### src/design/tres_pkg.sv
// Purpose: Shared constants and carrier types for the temperature result block
// Assumes: Single 100 MHz clock, byte-wide register access from an SMBus front end
// Notes:   Temperatures on the converter side are signed whole degrees plus quarters
package tres_pkg;

  // Register offsets
  localparam logic [7:0] TRES_OFS_LOCAL     = 8'h00;
  localparam logic [7:0] TRES_OFS_UPPER     = 8'h01;
  localparam logic [7:0] TRES_OFS_STATUS    = 8'h02;
  localparam logic [7:0] TRES_OFS_CFG_RD    = 8'h03;
  localparam logic [7:0] TRES_OFS_CFG_WR    = 8'h09;
  localparam logic [7:0] TRES_OFS_FRACTION  = 8'h10;
  localparam logic [7:0] TRES_OFS_LIM_FIRST = 8'h05;
  localparam logic [7:0] TRES_OFS_LIM_LAST  = 8'h08;
  localparam logic [7:0] TRES_OFS_LIM2_FIRST = 8'h11;
  localparam logic [7:0] TRES_OFS_LIM2_LAST  = 8'h14;
  localparam logic [7:0] TRES_OFS_HYST      = 8'h21;

  // Field positions and reset values
  localparam int         TRES_CFG_RANGE_BIT = 2;
  localparam int         TRES_FRAC_MSB      = 7;
  localparam int         TRES_FRAC_LSB      = 6;
  localparam logic [7:0] TRES_RST_RESULT    = 8'h00;
  localparam logic [7:0] TRES_RST_POINTER   = 8'h00;
  localparam logic [7:0] TRES_RST_CFG       = 8'h00;
  localparam logic [7:0] TRES_RST_LIMIT     = 8'h00;
  localparam logic [7:0] TRES_RST_HYST      = 8'h0a;
  localparam int         TRES_NUM_LIMITS    = 9;

  // Encoding limits
  localparam logic signed [9:0] TRES_OFFSET     = 10'sd64;
  localparam logic signed [9:0] TRES_BIN_MAX    = 10'sd127;
  localparam logic signed [9:0] TRES_EXT_MIN    = -10'sd64;
  localparam logic signed [9:0] TRES_EXT_MAX    = 10'sd191;

  // Converter result for one channel
  typedef struct packed {
    logic              valid;    // One-cycle pulse, end of conversion
    logic              remote;   // 1 = remote diode channel
    logic              fault;    // Diode behaved as a short
    logic signed [9:0] degrees;  // Signed whole degrees
    logic        [1:0] quarter;  // Quarter degree fraction
  } tres_sample_t;

  // Byte access from the bus front end
  typedef struct packed {
    logic       start;    // One-cycle pulse, new transaction begins
    logic       wr_valid; // One-cycle pulse, write byte present
    logic [7:0] wr_data;  // Write byte
    logic       rd_req;   // One-cycle pulse, read byte consumed
  } tres_bus_t;

endpackage

### src/design/tres_encode.sv
// Purpose: Turns a signed reading into the register byte of the active format
// Assumes: Degrees within the signed 10-bit range
// Notes:   Pure combinational, used for both channels
`timescale 1ns/1ns
module tres_encode (
  // Reading
  input  wire logic signed [9:0] degrees,
  input  wire logic              extended,
  // Encoded byte
  output logic             [7:0] code
);
  import tres_pkg::*;

  logic signed [9:0] shifted; // Offset applied value

  // Clamp then encode
  always_comb begin
    shifted = 10'sd0;
    if (extended) begin
      if (degrees < TRES_EXT_MIN) begin
        shifted = 10'sd0;
      end else if (degrees > TRES_EXT_MAX) begin
        shifted = TRES_EXT_MAX + TRES_OFFSET;
      end else begin
        shifted = degrees + TRES_OFFSET;
      end
    end else begin
      if (degrees < 10'sd0) begin
        shifted = 10'sd0;
      end else if (degrees > TRES_BIN_MAX) begin
        shifted = TRES_BIN_MAX;
      end else begin
        shifted = degrees;
      end
    end
    code = shifted[7:0];
  end

endmodule

### src/design/tres_pointer.sv
// Purpose: Holds the register pointer and routes write bytes
// Assumes: First write byte of each transaction is the register address
// Notes:   Pointer has no address of its own
`timescale 1ns/1ns
module tres_pointer (
  // Clock and reset
  input  wire logic              clk_sys,
  input  wire logic              rstn,
  // Bus bytes
  input  wire tres_pkg::tres_bus_t bus,
  // Pointer and data write strobe
  output logic             [7:0] pointer,
  output logic                   data_we,
  output logic             [7:0] data_byte
);
  import tres_pkg::*;

  typedef struct packed {
    logic [7:0] ptr;       // Selected register
    logic       have_addr; // Address byte taken this transaction
    logic       we;        // Data write pulse
    logic [7:0] wbyte;     // Data byte
  } tres_ptr_state_t;

  tres_ptr_state_t st;
  tres_ptr_state_t next_st;

  // First byte loads pointer, later bytes write data
  always_comb begin
    next_st    = st;
    next_st.we = 1'b0;
    if (bus.start) begin
      next_st.have_addr = 1'b0;
    end
    if (bus.wr_valid) begin
      if (!st.have_addr || bus.start) begin
        next_st.ptr       = bus.wr_data;
        next_st.have_addr = 1'b1;
      end else begin
        next_st.we    = 1'b1;
        next_st.wbyte = bus.wr_data;
      end
    end
  end

  // State register
  always_ff @(posedge clk_sys or negedge rstn) begin
    if (!rstn) begin
      st <= '{ptr: TRES_RST_POINTER, have_addr: 1'b0, we: 1'b0, wbyte: 8'h00};
    end else begin
      st <= next_st;
    end
  end

  assign pointer   = st.ptr;
  assign data_we   = st.we;
  assign data_byte = st.wbyte;

endmodule

### src/design/tres_regs.sv
// Purpose: Temperature result registers with host register access
// Assumes: Converter delivers one-cycle sample pulses; bus front end gives bytes
// Notes:   Remote upper byte locks after a fraction read until read itself
//
// Notes on behaviour
// - Local result at 0x00, whole degrees
// - Remote result upper 0x01, fraction 0x10
// - Fraction in top two bits, quarters
// - Fraction read locks upper until read
// - Config bit 2 selects extended range
// - Range change applies from next conversion
// - Shorted remote diode keeps last good result
// - Binary default, offset binary extended
// - Binary range clamps to 0 and 127
// - First result of a conversion started after change uses new format
// - Limits unchanged when format switches
// - Fourteen byte-wide registers
// - First write byte loads pointer
// - Next byte writes pointed register; reads follow
// - Pointer resets to zero
// - Results converter-written, read-only, reset zero
`timescale 1ns/1ns
module tres_regs #(
  parameter int NUM_LIMITS = tres_pkg::TRES_NUM_LIMITS
) (
  // Clock and reset
  input  wire logic                   clk_sys,
  input  wire logic                   rstn,
  // Converter side
  input  wire tres_pkg::tres_sample_t sample,
  input  wire logic                   conv_start,
  input  wire logic                   busy,
  input  wire logic             [6:0] status_flags,
  // Bus side
  input  wire tres_pkg::tres_bus_t    bus,
  output logic                  [7:0] rd_data,
  // Configuration to the rest of the device
  output logic                  [7:0] config_out,
  output logic                        extended_active
);
  import tres_pkg::*;

  typedef struct packed {
    logic [7:0] local_r;     // Local result byte
    logic [7:0] upper;       // Remote integer byte
    logic [1:0] frac;        // Remote quarter bits
    logic       locked;      // Upper byte frozen
    logic [7:0] held_upper;  // Upper value from fraction's measurement
    logic [7:0] cfg;         // Configuration byte
    logic       ext_conv;    // Range latched at conversion start
    logic [NUM_LIMITS*8-1:0] limits; // Limit bytes
    logic [7:0] rdata;       // Read byte
  } tres_state_t;

  tres_state_t st;
  tres_state_t next_st;

  logic [7:0] pointer;    // Register pointer
  logic       data_we;    // Data byte write pulse
  logic [7:0] data_byte;  // Data byte
  logic [7:0] code;       // Encoded sample

  // Pointer and write routing
  tres_pointer tres_pointer_inst (
    .clk_sys   (clk_sys),
    .rstn      (rstn),
    .bus       (bus),
    .pointer   (pointer),
    .data_we   (data_we),
    .data_byte (data_byte)
  );

  // Encoding in the format latched for this conversion
  tres_encode tres_encode_inst (
    .degrees  (sample.degrees),
    .extended (st.ext_conv),
    .code     (code)
  );

  // Maps a limit offset to its slot, or NUM_LIMITS when not a limit
  function automatic int limit_slot(input logic [7:0] ofs);
    int slot;
    slot = NUM_LIMITS;
    if (ofs >= TRES_OFS_LIM_FIRST && ofs <= TRES_OFS_LIM_LAST) begin
      slot = int'(ofs - TRES_OFS_LIM_FIRST);
    end else if (ofs >= TRES_OFS_LIM2_FIRST && ofs <= TRES_OFS_LIM2_LAST) begin
      slot = int'(ofs - TRES_OFS_LIM2_FIRST) + 4;
    end else if (ofs == TRES_OFS_HYST) begin
      slot = 8;
    end
    return slot;
  endfunction

  // Read byte for the pointed register
  function automatic logic [7:0] read_byte(input tres_state_t s, input logic [7:0] ofs,
                                           input logic bsy, input logic [6:0] fl);
    logic [7:0] v;
    int         slot;
    v    = 8'h00;
    slot = limit_slot(ofs);
    case (ofs)
      TRES_OFS_LOCAL:    v = s.local_r;
      TRES_OFS_UPPER:    v = s.locked ? s.held_upper : s.upper;
      TRES_OFS_FRACTION: v = {s.frac, 6'b00_0000};
      TRES_OFS_STATUS:   v = {bsy, fl};
      TRES_OFS_CFG_RD:   v = s.cfg;
      default: begin
        if (slot < NUM_LIMITS) begin
          v = s.limits[slot*8 +: 8];
        end
      end
    endcase
    return v;
  endfunction

  // Result update, lock, configuration and limit writes
  always_comb begin
    int slot;
    slot    = limit_slot(pointer);
    next_st = st;
    // Range takes effect only when a conversion begins
    if (conv_start) begin
      next_st.ext_conv = st.cfg[TRES_CFG_RANGE_BIT];
    end
    // Converter writes results; host cannot
    if (sample.valid) begin
      if (!sample.remote) begin
        next_st.local_r = code;
      end else if (!sample.fault) begin
        next_st.frac = sample.quarter;
        if (!st.locked) begin
          next_st.upper = code;
        end
      end
    end
    // Host writes configuration and limits only
    if (data_we) begin
      if (pointer == TRES_OFS_CFG_WR) begin
        next_st.cfg = data_byte;
      end else if (slot < NUM_LIMITS) begin
        next_st.limits[slot*8 +: 8] = data_byte;
      end
    end
    // Read handling and coherency lock
    if (bus.rd_req) begin
      if (pointer == TRES_OFS_FRACTION) begin
        next_st.locked     = 1'b1;
        next_st.held_upper = (sample.valid && sample.remote && !sample.fault && !st.locked)
                             ? code : st.upper;
        if (st.locked) begin
          next_st.held_upper = st.held_upper;
        end
      end else if (pointer == TRES_OFS_UPPER) begin
        next_st.locked = 1'b0;
        if (st.locked) begin
          next_st.upper = st.held_upper;
        end
      end
    end
    next_st.rdata = read_byte(next_st, pointer, busy, status_flags);
  end

  // State register with power-on values
  always_ff @(posedge clk_sys or negedge rstn) begin
    if (!rstn) begin
      st.local_r    <= TRES_RST_RESULT;
      st.upper      <= TRES_RST_RESULT;
      st.frac       <= 2'b00;
      st.locked     <= 1'b0;
      st.held_upper <= TRES_RST_RESULT;
      st.cfg        <= TRES_RST_CFG;
      st.ext_conv   <= 1'b0;
      st.limits     <= {(NUM_LIMITS*8){1'b0}};
      st.rdata      <= TRES_RST_RESULT;
    end else begin
      st <= next_st;
    end
  end

  assign rd_data         = st.rdata;
  assign config_out      = st.cfg;
  assign extended_active = st.ext_conv;

endmodule

### config.mk
export PLATFORM = sky130hd
export DESIGN_NAME = tres_regs
export DESIGN_NICKNAME = d
export VERILOG_FILES = /design/src/design/tres_pkg.sv /design/src/design/tres_encode.sv /design/src/design/tres_pointer.sv /design/src/design/tres_regs.sv
export SDC_FILE = /design/constraint.sdc
export NUM_CORES = 1
export LEC_CHECK = 0
export BUFFER_PORTS_ARGS = -buffer_cell sky130_fd_sc_hd__buf_2
export CORE_MARGIN = 4
export CORE_UTILIZATION = 59
export CTS_CLUSTER_DIAMETER = 200
export DETAILED_ROUTE_END_ITERATION = 16
export GPL_TIMING_DRIVEN = 0
export PLACE_DENSITY = 0.75
export SLEW_MARGIN = 20
export SYNTH_ARGS = -nofsm -noshare
export SYNTH_HDL_FRONTEND = slang
export SYNTH_HIERARCHICAL = 1
export SYNTH_SLANG_ARGS = --single-unit
### constraint.sdc
create_clock -name clk_sys -period 19.31 [get_ports clk_sys]
set_input_delay 0.9655 -clock clk_sys [delete_from_list [all_inputs] [get_ports clk_sys]]
set_output_delay 0.9655 -clock clk_sys [all_outputs]
set_load 0.02 [all_outputs]
==> results.rst, run 1 <==
.. list-table::
   :header-rows: 1

   * - Metric
     - Value
   * - Register bit count reported by yosys
     - 134
   * - Number of buffers added by the clock tree synthesis step
     - 17
   * - Weighted congestion reported at the end of routability-driven placement
     - 0.973
   * - Count of TritonRoute iterations in the first routing pass
     - 7
   * - Number of DRC violations after detailed-routing iteration 0
     - 720
   * - Buffer type at the clock tree root
     - clkbuf_16
   * - Core box area
     - 12800 um2
   * - Fraction of synthesized cell area taken by the top area cell type
     - 0.428
   * - Setup CP Type
     - reg2reg
   * - Netlist Area Pre-Place
     - 7830 um2
   * - # Post-CTS Setup Buffers
     - 0
   * - CP top delay family
     - simple AND/OR/NAND/NOR gates
   * - Sequential cell fraction of total power
     - 0.377
   * - Leak
     - 4.37 nW
   * - MaxCap Viol Count
     - 0
   * - Startpoint of the most critical register-to-register path
     - tres_pointer_inst/pointer[1]$_DFFE_PN0P_
   * - Number of distinct library cells after synthesis
     - 87
   * - Capture point of the worst reg-to-reg path
     - rd_data[3]$_DFF_PN0_
   * - Synth top cells by count
     - dfrtp_1, nand2_1, o21ai_0
   * - CTS Sinks
     - 134
   * - WL per Instance
     - 20.6 um
   * - Number of nets at the end of the flow
     - 938
   * - Deepest level of the CTS H-tree
     - 4
   * - Cell accounting for the most synthesized area
     - dfrtp_1
   * - Overall power consumption
     - 0.824 mW
   * - Wire length of the first global-routing pass
     - between 30000 and 40000 um
   * - Logic depth of the worst register-to-register path
     - 28
   * - Pin count of the biggest net entering global routing
     - 88
   * - CP Capture Type
     - register
   * - Switching pwr
     - 0.236 mW
   * - Area of the die
     - around 15000 um2
   * - Register-to-register setup slack
     - around 11000 ps
   * - CTS tree
     - built
   * - Number of placed I/O pins
     - 54
   * - Ys flop type
     - dfrtp_1
   * - Number of synthesized flops with an enable pin
     - 0
   * - Final slew viol count
     - 0
   * - Number of diodes added for antenna fixing
     - 0
   * - Number of non-filler instances in the completed layout
     - 1071
   * - Area delta synth->final
     - 15.0%
   * - Fraction of the cycle the final worst path needs
     - 0.414
   * - Syn nets
     - 865
   * - Die height
     - 123 um
   * - Logic pwr share
     - 0.188
   * - Post-route ant nets
     - 0
   * - Achievable Freq
     - 0.125 GHz
   * - Cell-internal power
     - 0.588 mW
   * - Post-Syn Instances
     - 813
   * - Final HPWL from detailed placement
     - 15800 um
   * - Status
     - finished clean
   * - Clock period minus final worst setup slack
     - 8000 ps
   * - Total instance count after detailed placement
     - 1039
   * - Post-CTS sizing
     - 0
   * - Number of global-route vias before repair
     - 6654
   * - Proportion of power drawn by the clock network
     - 0.435
   * - Count of input and output buffers
     - 53
   * - Filler Cells Inserted
     - 1047
   * - X dimension of the die
     - 123 um
   * - Final Routed Wirelength
     - 22100 um
   * - Synth warnings
     - 6
   * - Floorplan row count
     - 41
   * - Final critical-path setup slack
     - approximately 11000 ps
   * - WP buf/inv
     - 8
   * - Post-route setup TNS
     - 0 ps
   * - Via count
     - a little under 7000
   * - Leading post-synthesis cells by cell area
     - dfrtp_1, mux2_2, mux2i_1
   * - DRC violation count after routing
     - 0
   * - Library cell with the highest instance count after synthesis
     - dfrtp_1
   * - Power per cell area
     - 91.4 nW/um2
   * - Aggregate global-route resource usage
     - 0.304
   * - Number of antenna violations at the first check in global routing
     - 0
   * - Insertion delay to the later sink of the worst-skew pair
     - approximately 430 ps
   * - Worst max-slew margin expressed relative to the limit
     - 0.250
   * - CTS clk-pin slew, worst paths
     - roughly 60 ps
   * - Max Root-Sink Buffers
     - 2
   * - Crit-path max FO
     - 10
   * - Type of origin of the critical path
     - register
   * - Grt ovf
     - 0
   * - Final setup violating endpoints
     - 0
   * - Peak VDD IR
     - 0.0000889 V
   * - Setup skew after layout
     - 9.43 ps
   * - Cell with the largest stage delay on the worst path
     - or4b_2
   * - Routed via count divided by cell count
     - 6.41
   * - WP data arrival
     - about 8300 ps
   * - Maximum single-stage delay on the critical path
     - 630 ps
   * - Switching share of power
     - 0.287
   * - Share of layout cells above drive strength 1
     - 0.222
   * - Syn Area/Cell
     - just under 10 um2
   * - Worst setup slack after placement
     - 11600 ps
   * - Path class of the lowest-slack min-delay path
     - in2async
   * - Fraction of synthesis flops using an asynchronous set or reset pin
     - 1.00
   * - Worst-Margin Slew
     - 1120 ps
   * - Initial core utilization
     - 0.611
   * - Number of failing hold endpoints at the final stage
     - 0
   * - CTS Hold Buffers Added
     - 0
   * - Sequential area share after synthesis
     - 0.428
   * - Data required time of the critical path
     - roughly 20000 ps
   * - Setup repair after global routing missed its margin
     - false
sequential cells by signal (all words and copies together) (netlist names):
register,cells
tres_pointer_inst/pointer,8
config_out,8
tres_pointer_inst/data_we,1
tres_pointer_inst/st,1
tres_pointer_inst/data_byte,8
rd_data,8
st,99
extended_active,1
logic make-up (layout without fill, tap and decap cells):
| family | Yosys count | after routing | synth area share |
|---|---|---|---|
| and+or+nand+nor | 247 | 247 | 0.164 |
| DFF | 134 | 134 | 0.428 |
| adders and majority gates | 15 | 15 | 0.0240 |
| xor gates and xnor gates | 4 | 4 | 0.00447 |
| AOI/OAI and AO/OA | 211 | 211 | 0.190 |
| buffers and inverters | 118 | 204 | 0.0732 |
| muxes | 84 | 84 | 0.117 |
metrics by stage:
step	hold slack [ps]	cell area [um2]	utilization
after floorplan	426	7830	-
after global placement	441	8310	0.648
after detailed placement	451	8350	0.651
after CTS	448	9000	0.702
after global routing	456	9010	0.702
final	431	9010	0.702
power groups by stage:
| stage | Sequential, mW | Combinational, mW | Clock [mW] |
|---|---|---|---|
| 2_1_floorplan | 0.312 | 0.103 | 0 |
| 3_3_place_gp | 0.314 | 0.145 | 0 |
| 3_5_place_dp | 0.315 | 0.150 | 0 |
| 4_1_cts | 0.310 | 0.151 | 0.360 |
| 5_1_grt | 0.312 | 0.169 | 0.376 |
| 6_report | 0.311 | 0.155 | 0.358 |
worst max path at each step:
stage                                              from              endpoint  cells after the start
2_1_floorplan  tres_pointer_inst/pointer[0]$_DFFE_PN0P_  rd_data[3]$_DFF_PN0_                     28
3_3_place_gp   tres_pointer_inst/pointer[0]$_DFFE_PN0P_  rd_data[3]$_DFF_PN0_                     28
3_5_place_dp   tres_pointer_inst/pointer[0]$_DFFE_PN0P_  rd_data[3]$_DFF_PN0_                     28
4_1_cts        tres_pointer_inst/pointer[1]$_DFFE_PN0P_  rd_data[3]$_DFF_PN0_                     28
5_1_grt        tres_pointer_inst/pointer[0]$_DFFE_PN0P_  rd_data[3]$_DFF_PN0_                     28
6_report       tres_pointer_inst/pointer[1]$_DFFE_PN0P_  rd_data[3]$_DFF_PN0_                     28
worst register-to-register path: cells and delay by family, from the launching register on:
| kind | cells | cell delay [ps] |
|---|---|---|
| buffers and inverters | 8 | 2150 |
| flip-flops | 1 | 380 |
| adder cells (fa/ha/maj) | 3 | 790 |
| AO/OA/AOI/OAI | 6 | 1340 |
| AND/OR/NAND/NOR | 9 | 2540 |
| multiplexers | 2 | 660 |
cells in the final DEF (no fill, tap or decap), types with 8 or more instances in the layout:
master | Yosys | final
a21oi_1 | 33 | 33
and2_1 | 14 | 14
and3_1 | 8 | 8
buf_2 | 8 | 60
buf_4 | 32 | 32
clkbuf_1 | 34 | 35
clkbuf_16 | 0 | 17
dfrtp_1 | 134 | 134
ha_1 | 15 | 15
inv_1 | 43 | 43
mux2_2 | 50 | 50
mux2i_1 | 32 | 32
nand2_1 | 80 | 80
nand2b_1 | 9 | 9
nand3_1 | 18 | 18
nand4_1 | 12 | 12
nor2_1 | 46 | 46
nor3_1 | 11 | 11
o211ai_1 | 27 | 27
o21ai_0 | 54 | 54
o221ai_1 | 9 | 9
final cells by class:
class	count	area, um2	share of cell area
multi-input combinational	561	3910	0.435
sequential	134	3350	0.372
clock buffer	18	429	0.0476
buffer	75	412	0.0457
timing repair buffer	54	303	0.0336
clock inverter	14	220	0.0244
tap	172	215	0.0239
inverter	43	161	0.0179
per-layer routing:
layer  global-route usage  vias up  wire [um]  part of all wire
met5                    0        -          0                 0
met4                0.124        0        677             0.031
met3               0.0833       63       2100             0.095
met2                0.463      350      10100              0.46
met1                0.414     3360       9180              0.42
li1                     -     3088          -                 -
(Power assumes the default switching activity.)
==> inputs of run 2 (changes only) <==
Settings changed: CORE_UTILIZATION 59 to 55, PLACE_DENSITY 0.75 to 0.73.
Clock period 19.31 ns to 6.7 ns, I/O delays scaled along.
==> results.rst, run 2 (same netlist as run 1, synthesis figures left out) <==
.. list-table::
   :header-rows: 1

   * - Metric
     - Value
   * - Final setup violating endpoints
     - 0 (unchanged)
   * - Number of antenna violations at the first check in global routing
     - 0 (unchanged)
   * - Worst max-slew margin expressed relative to the limit
     - 0.309 (was 0.250)
   * - Setup CP Type
     - reg2reg (unchanged)
   * - Final HPWL from detailed placement
     - 16300 um (was 15800 um)
   * - Via count
     - 6818 (was 6861)
   * - Number of nets at the end of the flow
     - 941 (was 938)
   * - Aggregate global-route resource usage
     - 0.281 (was 0.304)
   * - Top reg by flops
     - st (unchanged)
   * - CTS Sinks
     - 134 (unchanged)
   * - Area delta synth->final
     - 15.6% (was 15.0%)
   * - Max Root-Sink Buffers
     - 2 (unchanged)
   * - Fraction of the cycle the final worst path needs
     - 0.960 (was 0.414)
   * - Leak
     - 4.40 nW (was 4.37 nW)
   * - CP top delay family
     - simple AND/OR/NAND/NOR gates (unchanged)
   * - Status
     - finished clean (unchanged)
   * - Deepest level of the CTS H-tree
     - 4 (unchanged)
   * - Number of failing hold endpoints at the final stage
     - 0 (unchanged)
   * - Clock period minus final worst setup slack
     - 6430 ps (was 8000 ps)
   * - Area of the die
     - 16200 um2 (was 15200 um2)
   * - Post-route ant nets
     - 0 (unchanged)
   * - Most common cell after layout, fill and taps aside
     - dfrtp_1 (unchanged)
   * - Routed via count divided by cell count
     - 6.31 (was 6.41)
   * - Floorplan row count
     - 43 (was 41)
   * - CP Capture Type
     - register (unchanged)
   * - Number of placed I/O pins
     - 54 (unchanged)
   * - Proportion of power drawn by the clock network
     - 0.393 (was 0.435)
   * - Number of non-filler instances in the completed layout
     - 1081 (was 1071)
   * - Setup skew after layout
     - 9.64 ps (was 9.43 ps)
   * - WP data arrival
     - 6730 ps (was 8290 ps)
   * - Data required time of the critical path
     - 7000 ps (was 19610 ps)
   * - Grt ovf
     - 0 (unchanged)
   * - Final Routed Wirelength
     - 22400 um (was 22100 um)
   * - Sequential cell fraction of total power
     - 0.402 (was 0.377)
   * - Total instance count after detailed placement
     - 1047 (was 1039)
   * - X dimension of the die
     - 127 um (was 123 um)
   * - Switching share of power
     - 0.303 (was 0.287)
   * - Count of input and output buffers
     - 53 (unchanged)
   * - Count of TritonRoute iterations in the first routing pass
     - 5 (was 7)
   * - CTS clk-pin slew, worst paths
     - 60 ps (about the same)
   * - CTS tree
     - built (unchanged)
   * - Share of layout cells above drive strength 1
     - 0.249 (was 0.222)
   * - Number of global-route vias before repair
     - 6688 (was 6654)
   * - Die height
     - 127 um (was 123 um)
   * - Leading cell types in the layout, fill and taps excluded
     - dfrtp_1, nand2_1, buf_2 (unchanged)
   * - Number of flip-flops in the largest register
     - 99 (unchanged)
   * - Switching pwr
     - 0.674 mW (was 0.236 mW)
   * - Pin count of the biggest net entering global routing
     - 85 (was 88)
   * - Weighted congestion reported at the end of routability-driven placement
     - 0.948 (was 0.973)
   * - Peak VDD IR
     - 0.000177 V (was 0.0000889 V)
   * - Worst-Margin Slew
     - 1030 ps (was 1120 ps)
   * - Cell-internal power
     - 1.55 mW (was 0.588 mW)
   * - Insertion delay to the later sink of the worst-skew pair
     - 430 ps (about the same)
   * - Achievable Freq
     - 0.155 GHz (was 0.125 GHz)
   * - Logic pwr share
     - 0.205 (was 0.188)
   * - Buffer type at the clock tree root
     - clkbuf_16 (unchanged)
   * - Initial core utilization
     - 0.562 (was 0.611)
   * - Cell with the largest stage delay on the worst path
     - or4b_2 (unchanged)
   * - DRC violation count after routing
     - 0 (unchanged)
   * - Core box area
     - 13900 um2 (was 12800 um2)
   * - Maximum single-stage delay on the critical path
     - 650 ps (was 630 ps)
   * - Number of DRC violations after detailed-routing iteration 0
     - 597 (was 720)
   * - Power per cell area
     - 246 nW/um2 (was 91.4 nW/um2)
   * - Number of diodes added for antenna fixing
     - 0 (unchanged)
   * - Wire length of the first global-routing pass
     - 35700 um (was 35300 um)
   * - WL per Instance
     - 20.7 um (was 20.6 um)
   * - WP buf/inv
     - 6 (was 8)
   * - MaxCap Viol Count
     - 0 (unchanged)
   * - Path class of the lowest-slack min-delay path
     - in2reg (was in2async)
   * - Crit-path max FO
     - 10 (unchanged)
   * - Type of origin of the critical path
     - register (unchanged)
   * - Number of buffers added by the clock tree synthesis step
     - 17 (unchanged)
   * - Final slew viol count
     - 0 (unchanged)
   * - Post-route setup TNS
     - 0 ps (unchanged)
[run 2: cell count changes in the layout (fill, tap and decap cells not counted), moves of 3 or more]
cell / change
clkinvlp_4: +3
buf_4: +7
clkbuf_2: +5
clkbuf_1: -9
bufinv_16: -4
[run 2: worst reg2reg max path: stages, from the launching register on]
cell and delay, ps:
dfrtp_1 370, buf_4 180, inv_1 110, ha_1 170
nor2b_2 250, a32oi_2 180, buf_4 180, a21bo_2 230
and2_2 270, clkinvlp_4 120, buf_2 250, ha_2 300
inv_1 100, o31ai_4 290, nand4_1 150, ha_1 240
or4b_2 650, nor4_2 210, nor2b_1 170, o211ai_1 90
or4_1 400, o221ai_1 170, nand2_2 190, mux2_2 330
mux2_2 270, a211oi_1 300, o21ai_2 120
[run 2: power groups by stage]
stage	combinational [mW]	clock, mW	sequential (mW)
final	0.456	0.876	0.897
after global routing	0.494	0.922	0.902
after CTS	0.438	0.884	0.896
after detailed placement	0.431	0	0.910
after global placement	0.417	0	0.907
after floorplan	0.297	0	0.899
[run 2: repair_timing]
action | in CTS | in global routing
gates resized for setup | 9 | 22
cloned | 0 | 0
setup endpoints to repair | 67 | 8
endpoints found under the hold margin | 50 | 0
setup buffers | 3 | 3
hold buffers | 1 | 0
pin swaps | 1 | 4
[run 2: worst paths after layout]
path,from,to,slack (ps),cells past startpoint
min reg2reg,st[60]$_DFF_PN0_,st[60]$_DFF_PN0_,480,2
max in group asynchronous,rstn,st[52]$_DFF_PN0_,5560,3
max reg2reg,tres_pointer_inst/pointer[0]$_DFFE_PN0P_,rd_data[3]$_DFF_PN0_,270,26
min,bus[4],tres_pointer_inst/data_byte[3]$_DFFE_PN0P_,160,2
max,tres_pointer_inst/pointer[0]$_DFFE_PN0P_,rd_data[3]$_DFF_PN0_,270,26
min in group asynchronous,rstn,st[99]$_DFF_PN0_,410,2
[run 2: metal layers]
metal	global-route usage	up-vias	part of all wire
met5	0	-	0
met4	0.0921	0	0.029
met3	0.0669	62	0.079
met2	0.445	347	0.47
met1	0.382	3316	0.43
li1	-	3093	-
[run 2: metrics by stage]
step	utilization	power (mW)	instance area, um2	hold slack [ps]	setup slack [ps]
3_3_place_gp	0.597	1.32	8320	440	-879
3_5_place_dp	0.600	1.34	8360	267	-1110
6_report	0.650	2.23	9050	155	269
5_1_grt	0.650	2.32	9050	139	-49.0
4_1_cts	0.644	2.22	8970	144	46.6
2_1_floorplan	-	1.20	7830	39.4	511
[run 2: area by class of cell]
class	instances	area [um2]
fill	1176	4880
multi-input combinational	561	4000
sequential	134	3350
clock buffer	20	447
buffer	71	408
timing repair buffer	61	358
tap	180	225
inverter	43	165
clock inverter	11	103
